--- src/led_gray_pkg.sv ---
/*
 * constants shared by the grayscale pwm engine: the setup_word layout,
 * the reset value, the counting figures and the timing counts.
 * assumes a 10 MHz system clock.
 */
// Contract
// - hot die sets thermal flag, readable
// - keep only 12 bits per data word
// - split mode: 64 msb segments, one lsb
// - direct mode: one 4096-clock 12-bit count
// - bit C: 0 split, 1 direct default
// - auto sync loads after cycle completes
// - auto sync renews at segment boundary; code loads only at the cycle end
// - manual sync loads data immediately
// - bit 0 low: blank after 1 s
// - resume on clock plus new data
// - gain from bits 9 to 2
// - bit 9 range, bits 8-2 mantissa
// - mantissa relates to gain by formula
// - default gain field means gain 1
// - four output groups staggered 2 ns; code staggers them by one 100 ns clock each
package led_gray_pkg;
	localparam int CHANNELS = 16;
	localparam int GRAY_W = 12;
	localparam int SEG_W = 6;
	// setup_word field positions
	localparam int LOAD_MODE_BIT = 15;
	localparam int THERMAL_BIT = 14;
	localparam int RESERVED_BIT = 13;
	localparam int COUNT_MODE_BIT = 12;
	localparam int CNT_RESET_EN_BIT = 11;
	localparam int SYNC_MODE_BIT = 10;
	localparam int GAIN_HI = 9;
	localparam int GAIN_LO = 2;
	localparam int TP_EN_BIT = 1;
	localparam int TIMEOUT_DIS_BIT = 0;
	localparam logic [15:0] SETUP_RESET = 16'h32AC;
	// bits software may change; E and D are read only
	localparam logic [15:0] SETUP_WMASK = 16'h9FFF;
	// split and direct counting figures
	localparam logic [5:0] MSB_SEG_LAST = 6'h3E;
	localparam logic [6:0] LSB_SEG_INDEX = 7'h40;
	localparam logic [5:0] LSB_SEG_LAST = 6'h3F;
	localparam logic [11:0] DIRECT_LAST = 12'hFFF;
	// gain numerator offset: G = (3*D + 128) / 2^shift
	localparam logic [8:0] GAIN_OFFSET = 9'h080;
	localparam logic [3:0] GAIN_SHIFT_HI = 4'h8;
	localparam logic [3:0] GAIN_SHIFT_LO = 4'hA;
	// timing
	localparam int CLK_HZ = 10_000_000;
	localparam int CLK_PERIOD_NS = 100;
	localparam int TIMEOUT_S = 1;
	localparam int TIMEOUT_CYC = TIMEOUT_S * CLK_HZ;
	localparam int STAGGER_NS = 2;
	localparam int STAGGER_CYC_RAW = STAGGER_NS / CLK_PERIOD_NS;
	localparam int STAGGER_CYC = (STAGGER_CYC_RAW < 1) ? 1 : STAGGER_CYC_RAW;
endpackage

--- src/pin_sync.sv ---
/*
 * two flip-flop synchroniser for pins from outside the clock domain,
 * with a rising edge pulse taken from the settled copy.
 * assumes inputs are asynchronous to sys_clk.
 */
`timescale 1ns/1ns
module pin_sync #(
	parameter int WIDTH = 1
) (
	input wire logic sys_clk,
	input wire logic nrst,
	input wire logic [WIDTH-1:0] pin,
	output logic [WIDTH-1:0] level,
	output logic [WIDTH-1:0] rise
);
	logic [WIDTH-1:0] meta;
	logic [WIDTH-1:0] prev;

	always_ff @(posedge sys_clk or negedge nrst) begin
		if (!nrst) begin
			meta <= '0;
			level <= '0;
			prev <= '0;
		end else begin
			meta <= pin;
			level <= meta;
			prev <= level;
		end
	end

	assign rise = level & ~prev;
endmodule

--- src/out_stagger.sv ---
/*
 * staggers the sink drive in four groups by channel index mod 4,
 * each group one step later than the one before.
 * assumes the step is given in whole system clock cycles.
 */
`timescale 1ns/1ns
module out_stagger #(
	parameter int CHANNELS = 16,
	parameter int STEP = 1
) (
	input wire logic sys_clk,
	input wire logic nrst,
	input wire logic [CHANNELS-1:0] drive_in,
	output logic [CHANNELS-1:0] drive_out
);
	// a cycle is far longer than the nominal step; the order is what limits
	// the inrush, so group g lags group 0 by g steps
	localparam int DEPTH = 3 * STEP + 1;
	logic [CHANNELS-1:0] pipe [DEPTH];

	always_ff @(posedge sys_clk or negedge nrst) begin
		if (!nrst) begin
			for (int i = 0; i < DEPTH; i++) begin
				pipe[i] <= '0;
			end
		end else begin
			pipe[0] <= drive_in;
			for (int i = 1; i < DEPTH; i++) begin
				pipe[i] <= pipe[i-1];
			end
		end
	end

	genvar ch;
	generate
		for (ch = 0; ch < CHANNELS; ch++) begin : g_ch
			assign drive_out[ch] = pipe[(ch % 4) * STEP][ch];
		end
	endgenerate
endmodule

--- src/led_gray_pwm_counter.sv ---
/*
 * grayscale pwm engine: shadow and active gray buffers, split or direct
 * counting on grayscale clock edges, load synchronisation, clock loss
 * blanking, thermal flag and gain field decode.
 * assumes the serial command decoder runs on sys_clk and hands over
 * words, latch strobes and setup writes as one-cycle pulses.
 */
`timescale 1ns/1ns
module led_gray_pwm_counter #(
	parameter int TIMEOUT_CYC = led_gray_pkg::TIMEOUT_CYC
) (
	input wire logic sys_clk,
	input wire logic nrst,
	input wire logic grayscale_clock,
	input wire logic over_temp,
	input wire logic data_write,
	input wire logic [3:0] data_channel,
	input wire logic [15:0] data_word,
	input wire logic global_latch,
	input wire logic setup_write,
	input wire logic [15:0] setup_wdata,
	input wire logic counter_reset_cmd,
	output logic [15:0] setup_word,
	output logic [led_gray_pkg::CHANNELS-1:0] sink_output_group,
	output logic gain_range_select,
	output logic [6:0] gain_mantissa,
	output logic [8:0] gain_numerator,
	output logic [3:0] gain_shift,
	output logic current_quarter,
	output logic outputs_blanked
);
	localparam int CH = led_gray_pkg::CHANNELS;
	localparam int GW = led_gray_pkg::GRAY_W;
	localparam int TW = $clog2(TIMEOUT_CYC + 1);
	localparam logic [TW-1:0] TIMEOUT_LAST = TW'(TIMEOUT_CYC - 1);

	logic [15:0] setup_store;
	logic [GW-1:0] shadow [CH];
	logic [GW-1:0] active [CH];
	logic pending;
	logic [11:0] dcnt;
	logic [6:0] seg;
	logic [5:0] spos;
	logic blank;
	logic clk_back;
	logic [TW-1:0] idle_cnt;
	logic [CH-1:0] drive;
	logic grayscale_clock_level;
	logic grayscale_clock_rise;
	logic hot;

	pin_sync #(.WIDTH(1)) u_grayscale_clock_sync (
		.sys_clk(sys_clk),
		.nrst(nrst),
		.pin(grayscale_clock),
		.level(grayscale_clock_level),
		.rise(grayscale_clock_rise)
	);

	pin_sync #(.WIDTH(1)) u_temp_sync (
		.sys_clk(sys_clk),
		.nrst(nrst),
		.pin(over_temp),
		.level(hot),
		.rise()
	);

	wire direct_mode = setup_store[led_gray_pkg::COUNT_MODE_BIT];
	wire manual_sync = setup_store[led_gray_pkg::SYNC_MODE_BIT];
	wire timeout_en = ~setup_store[led_gray_pkg::TIMEOUT_DIS_BIT];
	wire cnt_reset = counter_reset_cmd
		& setup_store[led_gray_pkg::CNT_RESET_EN_BIT];
	wire resume = blank & clk_back & data_write;
	wire restart = cnt_reset | resume;
	wire seg_is_lsb = (seg == led_gray_pkg::LSB_SEG_INDEX);
	wire seg_last = seg_is_lsb ? (spos == led_gray_pkg::LSB_SEG_LAST)
		: (spos == led_gray_pkg::MSB_SEG_LAST);
	wire direct_end = (dcnt == led_gray_pkg::DIRECT_LAST);
	// a full cycle ends on a segment boundary in split mode
	wire cycle_end = grayscale_clock_rise & (direct_mode ? direct_end
		: (seg_last & seg_is_lsb));
	wire load_now = manual_sync ? global_latch
		: (pending & cycle_end);
	wire idle_out = timeout_en & (idle_cnt == TIMEOUT_LAST);

	// setup_word readback: live thermal flag, reserved bit reads one
	always_comb begin
		setup_word = setup_store;
		setup_word[led_gray_pkg::THERMAL_BIT] = hot;
		setup_word[led_gray_pkg::RESERVED_BIT] = 1'b1;
	end

	always_ff @(posedge sys_clk or negedge nrst) begin
		if (!nrst) begin
			setup_store <= led_gray_pkg::SETUP_RESET;
		end else if (setup_write) begin
			setup_store <= (setup_wdata & led_gray_pkg::SETUP_WMASK)
				| (led_gray_pkg::SETUP_RESET & ~led_gray_pkg::SETUP_WMASK);
		end
	end

	always_ff @(posedge sys_clk or negedge nrst) begin
		if (!nrst) begin
			for (int i = 0; i < CH; i++) begin
				shadow[i] <= '0;
				active[i] <= '0;
			end
		end else begin
			if (data_write) begin
				shadow[data_channel] <= data_word[GW-1:0];
			end
			if (load_now) begin
				for (int i = 0; i < CH; i++) begin
					active[i] <= shadow[i];
				end
			end
		end
	end

	// a latch during the load cycle stays pending: set wins
	always_ff @(posedge sys_clk or negedge nrst) begin
		if (!nrst) begin
			pending <= 1'b0;
		end else if (global_latch && !manual_sync) begin
			pending <= 1'b1;
		end else if (load_now || manual_sync) begin
			pending <= 1'b0;
		end
	end

	always_ff @(posedge sys_clk or negedge nrst) begin
		if (!nrst) begin
			dcnt <= '0;
			seg <= '0;
			spos <= '0;
		end else if (restart) begin
			dcnt <= '0;
			seg <= '0;
			spos <= '0;
		end else if (grayscale_clock_rise) begin
			dcnt <= dcnt + 12'h001;
			if (seg_last) begin
				spos <= '0;
				seg <= seg_is_lsb ? 7'h00 : seg + 7'h01;
			end else begin
				spos <= spos + 6'h01;
			end
		end
	end

	// timeout: no grayscale clock edge for the full count
	always_ff @(posedge sys_clk or negedge nrst) begin
		if (!nrst) begin
			idle_cnt <= '0;
			blank <= 1'b0;
			clk_back <= 1'b0;
		end else begin
			if (grayscale_clock_rise || !timeout_en) begin
				idle_cnt <= '0;
			end else if (!idle_out) begin
				idle_cnt <= idle_cnt + TW'(1);
			end
			if (idle_out && !grayscale_clock_rise) begin
				blank <= 1'b1;
				clk_back <= 1'b0;
			end else if (resume) begin
				blank <= 1'b0;
				clk_back <= 1'b0;
			end else if (blank && grayscale_clock_rise) begin
				clk_back <= 1'b1;
			end
		end
	end

	genvar ch;
	generate
		for (ch = 0; ch < CH; ch++) begin : g_cmp
			wire [5:0] msb = active[ch][11:6];
			wire [5:0] lsb = active[ch][5:0];
			wire split_on = seg_is_lsb ? (spos < lsb) : (spos < msb);
			wire on = direct_mode ? (dcnt < active[ch]) : split_on;
			always_ff @(posedge sys_clk or negedge nrst) begin
				if (!nrst) begin
					drive[ch] <= 1'b0;
				end else begin
					drive[ch] <= on & ~blank;
				end
			end
		end
	endgenerate

	out_stagger #(
		.CHANNELS(CH),
		.STEP(led_gray_pkg::STAGGER_CYC)
	) u_stagger (
		.sys_clk(sys_clk),
		.nrst(nrst),
		.drive_in(drive),
		.drive_out(sink_output_group)
	);

	// gain field: range bit and mantissa, G = (3D + 128) / 2^shift
	wire [6:0] mant = setup_store[led_gray_pkg::GAIN_HI-1:led_gray_pkg::GAIN_LO];
	assign gain_range_select = setup_store[led_gray_pkg::GAIN_HI];
	assign gain_mantissa = mant;
	assign gain_numerator = {mant, 1'b0} + {2'b00, mant}
		+ led_gray_pkg::GAIN_OFFSET;
	assign gain_shift = gain_range_select ? led_gray_pkg::GAIN_SHIFT_HI
		: led_gray_pkg::GAIN_SHIFT_LO;
	assign current_quarter = hot & setup_store[led_gray_pkg::TP_EN_BIT];
	assign outputs_blanked = blank;
endmodule

--- config.mk ---
export PLATFORM = sky130hd
export DESIGN_NAME = led_gray_pwm_counter
export DESIGN_NICKNAME = d
export VERILOG_FILES = /design/src/led_gray_pkg.sv /design/src/pin_sync.sv /design/src/out_stagger.sv /design/src/led_gray_pwm_counter.sv
export SDC_FILE = /design/constraint.sdc
export NUM_CORES = 1
export LEC_CHECK = 0
export ABC_AREA = 1
export BUFFER_PORTS_ARGS = -buffer_cell sky130_fd_sc_hd__buf_2
export CAP_MARGIN = 20
export CORE_MARGIN = 4
export CORE_UTILIZATION = 40
export CTS_BUF_LIST = sky130_fd_sc_hd__clkbuf_8
export DETAILED_ROUTE_END_ITERATION = 16
export GPL_TIMING_DRIVEN = 0
export PLACE_DENSITY = 0.6
export SYNTH_ARGS = -nofsm -noshare
export SYNTH_HDL_FRONTEND = slang
export SYNTH_SLANG_ARGS = --single-unit
--- constraint.sdc ---
create_clock -name sys_clk -period 3.25 [get_ports sys_clk]
set_input_delay 0.1625 -clock sys_clk [delete_from_list [all_inputs] [get_ports sys_clk]]
set_output_delay 0.1625 -clock sys_clk [all_outputs]
set_load 0.005 [all_outputs]
### After elaboration in Yosys (flattened, before gate mapping)

Cells that the tools add are included.

| storage, ports and cells | value |
|---|---|
| flip-flop bits (word level) | 535 |
| output and inout port bits | 55 |

| operators by class | value |
|---|---|
| add/sub/neg operators | 6 |
| order comparisons | 50 |
| equality and inequality tests | 6 |
| muxes and demuxes | 57 |
| bitwise operators | 30 |
| reductions and logical operators | 14 |

Operator list:

| cell | count |
|---|---|
| $bwmux 192 | 1 |
| $lt 12x12->1 | 16 |
| $lt 6x6->1 | 32 |
| $demux 12 s4 | 1 |
| $mux 24 | 2 |
| $mux 1 | 42 |
| $mux 12 | 3 |
| $mux 7 | 4 |
| $and 1x1->1 | 25 |
| $add 24x1->24 const B | 1 |
| $eq 24x24->1 const B | 1 |
| $mux 6 | 3 |
| $add 12x1->12 const B | 1 |
| $eq 12x12->1 const B | 1 |
| $eq 6x6->1 const B | 2 |
| $add 8x7->9 | 1 |
| $add 9x8->9 const B | 1 |
| $reduce_bool 2->1 | 4 |
| $add 7x1->7 const B | 1 |
| $eq 7x7->1 const B | 1 |
| $add 6x1->6 const B | 1 |
| $ge 5x5->1 const B | 1 |
| $lt 5x1->1 const B | 1 |
| $not 4->5 | 1 |
| other kinds (9) | 16 |

### Logic depth before layout (Yosys ltp)

| logic depth | value |
|---|---|
| word-level depth | 10 |
| gate-level depth with buffers | 12 |
| gate-level depth less buffers | 11 |

### By module

A second synthesis with hierarchy kept.

| second synthesis, totals | value |
|---|---|
| cells, all modules | 3259 |
| area, all modules | 27980.6 µm² |

Modules (own cells, without submodules):

| module | times used | cells each | area each (µm²) | seq. area each (µm²) |
|---|---|---|---|---|
| led_gray_pwm_counter | 1 | 3193 | 26689.3 | 11668.7 |
| out_stagger | 1 | 56 | 1121.1 | 1001.0 |
| pin_sync | 2 | 5 | 85.1 | 75.1 |

### Worst setup path after synthesis

Ideal clock, no wire load.

| timing | value |
|---|---|
| path type | register -> register |
| from | register spos[2] |
| to | register active[0] in the netlist's numbering |
| setup time | 0.117 ns |
| data arrival time | 1.936 ns |
| required time | 3.133 ns |
| path slack | 1.198 ns |
| cell stages (with the launch flop) | 10 |
| buffers on the path | 2 |
| clock period less this slack | 2.052 ns |
| path through | dfrtp_1 nand2_1 nor2_1 nand3_1 nand2_1 nand4_2 clkbuf_1 buf_2 nand3_1 nand2_1 |

| on the way | value |
|---|---|
| word-level cells in the longest chain between the ends | 7 |
| elaborated cells on any way between the ends | 8 |
| those cells by class | eq/ne (2); mux (3); bitwise (3) |

RTL lines:

| element | RTL line | RTL |
|---|---|---|
| start, declared | led_gray_pwm_counter.sv:43 | `logic [5:0] spos;` |
| start signal, assigned | led_gray_pwm_counter.sv:146 | `spos <= spos + 6'h01;` |
| $eq 6x6->1, on equally long branches | led_gray_pwm_counter.sv:77, led_gray_pwm_counter.sv:76 |  |
| $mux 1 (*) | led_gray_pwm_counter.sv:76 | `wire seg_last = seg_is_lsb ? (spos == led_gray_pkg::LSB_SEG_LAST)` |
| $and 1x1->1 (*) | led_gray_pwm_counter.sv:81 | `: (seg_last & seg_is_lsb));` |
| $mux 1 (*) | led_gray_pwm_counter.sv:80 | `wire cycle_end = grayscale_clock_rise & (direct_mode ? direct_end` |
| $and 1x1->1 (*) | led_gray_pwm_counter.sv:80 |  |
| $and 1x1->1 (*) | led_gray_pwm_counter.sv:83 | `: (pending & cycle_end);` |
| $mux 1 (*) | led_gray_pwm_counter.sv:82 | `wire load_now = manual_sync ? global_latch` |
| end signal, assigned by index | led_gray_pwm_counter.sv:114 | `active[i] <= shadow[i];` |
| end, declared | led_gray_pwm_counter.sv:39 | `logic [GW-1:0] active [CH];` |

Mark *: on every way between the ends. The rest lies on a longest branch, timed or not.
A chain may end at the register's enable or synchronous reset.

### Final worst setup path

| timing | value |
|---|---|
| from | register setup_store[12] |
| to | register active[21] in the netlist's numbering |

| on the way | value |
|---|---|
| word-level cells in the longest chain between the ends | 4 |

RTL lines:

| element | RTL line | RTL |
|---|---|---|
| start, declared | led_gray_pwm_counter.sv:37 | `logic [15:0] setup_store;` |
| start signal, assigned | led_gray_pwm_counter.sv:95 | `setup_store <= led_gray_pkg::SETUP_RESET;` |
| start signal, assigned | led_gray_pwm_counter.sv:97 | `setup_store <= (setup_wdata & led_gray_pkg::SETUP_WMASK)` |
| $mux 1 | led_gray_pwm_counter.sv:80 |  |
| $and 1x1->1 | led_gray_pwm_counter.sv:80 |  |
| $and 1x1->1 | led_gray_pwm_counter.sv:83 |  |
| $mux 1 | led_gray_pwm_counter.sv:82 |  |

Every way passes these cells.

==> summary.txt <==
Global routing
  – Global-route wire length before repair: around 130000 um
  – Vias in the first global route: around 23000
  – GR Overflow Total: 0
  – Largest net degree at the start of global routing: 120
  – Initial antenna violation count: 3
  – Total global-route track usage: between 20% and 30%

Logic synthesis
  – Ys flop type: dfrtp_1
  – Most numerous cell in the Yosys netlist: nand2_1
  – Async S/R FF share, synth: 100%
  – Unique masters post-synth: 42
  – Syn avg cell area: 8.62 sq um
  – Syn Std Cell Area: 27900 sq um
  – Post-synth top cells: nand2_1, dfrtp_1, ha_1, a21oi_1, nand3_1
  – Seq/Total Area, Yosys: 45.8%
  – Top post-synthesis cells by area: dfrtp_1, ha_1, nand2_1, a21oi_1, nand3_1
  – Synth area leader: dfrtp_1
  – Synthesized instance count: between 3000 and 4000
  – Top cell type's share of synthesized area: roughly 45%
  – Yosys warns: 0
  – Post-synth EDFFs: 0
  – Register bit total from synthesis: 511

Floorplanning
  – Core Region: approximately 69000 sq um
  – Chip width: 272 um
  – Num ports: 99
  – Chip Height: 272 um
  – Initial Util: around two fifths
  – Die area: approximately 74000 sq um
  – Placement Rows: 96

Setup path
  – Worst Path Required: 3.85 ns
  – Worst-path cell chain: clkinv_1, o21bai_1, nand4_2, clkbuf_1, buf_2, nand3_1, nand2_1
  – CP top delay family: buffers and inverters
  – R2R depth: 7
  – FF-to-FF Start: setup_store[12]$_DFFE_PN1P_
  – CP Buf/Inv Count: 3
  – WP data arrival: about 3.7 ns
  – Critical path origin: setup_store[12]$_DFFE_PN1P_
  – Critical path class: flop to flop
  – WP depth: 7
  – Reg2reg end: active[21]$_DFFE_PN0P_
  – Critical Path Sink: active[21]$_DFFE_PN0P_
  – CP Capture Type: flop
  – Reg2reg setup slack: ~0.15 ns
  – Setup crit start kind: flop
  – Critical path's largest stage delay: between 0.7 and 0.8 ns
  – CP max stage cell: clkbuf_1
  – Critical-path maximum fanout: 10

Placed design
  – Placed cell count: approximately 4300
  – GP Congestion: 0.844
  – PortBufs: 88
  – HPWL Detailed: 58300 um

Timing
  – Max-slew violation count: 0
  – Layout Skew: 0.0370 ns
  – Final Hold Viols: 0
  – # setup viols final: 0
  – Slew HR: between 10% and 20%
  – RSZ-0062 raised after global routing: no
  – Slew @ Worst Pin: 1.25 ns
  – Fmax: 0.322 GHz
  – Minimum clock period: approximately 3.1 ns
  – Setup TNS: 0 ns
  – Final Cycle Share: about 95%

Clock network
  – Clock buffer depth: 3
  – CTS root buf: clkbuf_8
  – TritonCTS Buffers: 88
  – Post-CTS Setup Inserts: 0
  – Clock-pin slew on the worst setup and hold paths: approximately 0.060 ns
  – Post-cts resize count: 0
  – Worst-Skew Late Latency: approximately 0.70 ns
  – Clock Sinks: around 510
  – H-tree depth: 3
  – CTS tree: done

Status
  – Status: finished clean

Cells and area
  – Filler instances: between 6000 and 7000
  – Non-Filler Instances: approximately 4500
  – Nets: about 3900
  – Layout cells sized above 1: between 10% and 20%
  – Syn-to-layout area delta: 15.6%

Drt
  – Initial DRC count: approximately 2000
  – Initial DRT Pass Iterations: 9
  – Remaining DRCs: 0
  – Final ANT Viol Nets: 0
  – Total routed wirelength: between 80000 and 90000 um
  – Routed vias: roughly 23000
  – Routed vias/inst: ~5.2
  – WL per Instance: 19.6 um

Power
  – VDD IR max: 0.362 mV
  – Leak Pwr: around 0.016 uW
  – Power Dens Cells: around 690 nW/um^2

Hold path
  – Worst Hold Class: input pin to asynchronous set/reset pin

Flow run
  – Maxcap violations: 0
## worst reg2reg max path: cells and delay by family (launching register included)
kind            cells  cell delay (ns)
flops               1             0.64
buf+inv             3             1.63
compound gates      1             0.39
simple gates        3             0.35
## layer usage
layer  vias to the layer above  wire length [um]  track usage [%]
met4                         0              3270             9.52
met3                       187              6360             4.47
li1                      11300                 -                -
met2                       705             39500             37.3
met5                         -                 0                0
met1                     11000             38500             32.1
## power breakdown
group / internal [uW] / total, uW / switching, uW
combinational: 2800 / 6970 / 4170
sequential: 7940 / 9030 / 1090
clock: 3350 / 6140 / 2790
total: 14100 / 22100 / 8060
## cell families after synthesis
kind of cell | count (synthesis) | share of synthesized area [%]
buf+inv | 410 | 6.57
simple gates | 1356 | 20.0
xor+xnor | 13 | 0.408
other cells | 2 | 0.0269
flops | 511 | 45.8
fa+ha+maj | 349 | 15.7
mux | 6 | 0.242
compound gates | 591 | 11.3
## stage by stage
stage / hold WS [ns] / total power, uW / worst slack, ns / area (sq um) / util [%]
2_1_floorplan: -0.133 / 13500 / 1.20 / 27900 / -
3_3_place_gp: 0.271 / 15600 / -8.85 / 29500 / 42.9
3_5_place_dp: 0.191 / 16000 / 0.241 / 30000 / 43.7
4_1_cts: 0.0153 / 22300 / 0.225 / 32200 / 46.8
5_1_grt: 0.0242 / 23900 / 0.0702 / 32300 / 46.9
6_report: 0.0484 / 22100 / 0.149 / 32300 / 46.9
## layout make-up
cell class                      count  area (sq um)  share of cell area (%)
Multi-Input combinational cell   2319         13300                    41.2
Tap cell                          931          1160                    3.61
Timing Repair Buffer              149          1300                    4.02
Antenna cell                        3          7.51                  0.0233
Sequential cell                   511         12800                    39.7
Clock inverter                     46           308                   0.954
Inverter                          256           961                    2.98
Clock buffer                      112          1540                    4.78
Buffer                            154           873                    2.71
## registers in the layout, summed over array words and instances, names as in the netlist, 6 cells and up
| register | count |
|---|---|
| active | 192 |
| dcnt | 12 |
| drive | 16 |
| idle_cnt | 24 |
| seg | 7 |
| setup_store | 14 |
| shadow | 192 |
| spos | 6 |
| u_stagger.drive_out | 16 |
| u_stagger.pipe | 24 |
## worst min path at each step
stage / from / endpoint
finish: nrst / u_grayscale_clock_sync.level$_DFF_PN0_
global route: data_word[7] / shadow[163]$_DFFE_PN0P_
CTS: data_word[6] / shadow[162]$_DFFE_PN0P_
detailed placement: nrst / u_grayscale_clock_sync.level$_DFF_PN0_
global placement: over_temp / u_temp_sync.meta$_DFF_PN0_
floorplan: nrst / active[0]$_DFFE_PN0P_
## placed cells by master (no fill, tap or decap), types with 2 or more instances in the layout
| cell | n |
|---|---|
| clkinv_2 | 16 |
| nor4_1 | 17 |
| a21o_1 | 2 |
| conb_1 | 4 |
| buf_8 | 13 |
| diode_2 | 3 |
| buf_12 | 5 |
| a21oi_1 | 319 |
| o21ai_0 | 195 |
| nand3_1 | 279 |
| clkinv_1 | 5 |
| dfrtp_2 | 13 |
| buf_1 | 11 |
| xor2_1 | 12 |
| nand3b_1 | 3 |
| nand2_1 | 774 |
| buf_6 | 23 |
| a21boi_0 | 32 |
| dfstp_2 | 6 |
| buf_2 | 113 |
| or2_2 | 3 |
| bufinv_16 | 3 |
| dfrtp_1 | 492 |
| o21ai_1 | 5 |
| nor2_1 | 248 |
| clkbuf_1 | 67 |
| nor3_1 | 11 |
| mux2_2 | 6 |
| clkbuf_8 | 112 |
| clkinvlp_4 | 3 |
| buf_4 | 30 |
| dlygate4sd3_1 | 34 |
| ha_1 | 348 |
| inv_1 | 269 |
| nand4_1 | 15 |
| buf_16 | 7 |
| o21a_1 | 32 |
| inv_6 | 5 |
## repair_timing
item,CTS,global route
setup endpoints to repair,0,0
hold buffers,34,0
hold endpoints to repair,147,0
Power figures use the tool's default switching activity.
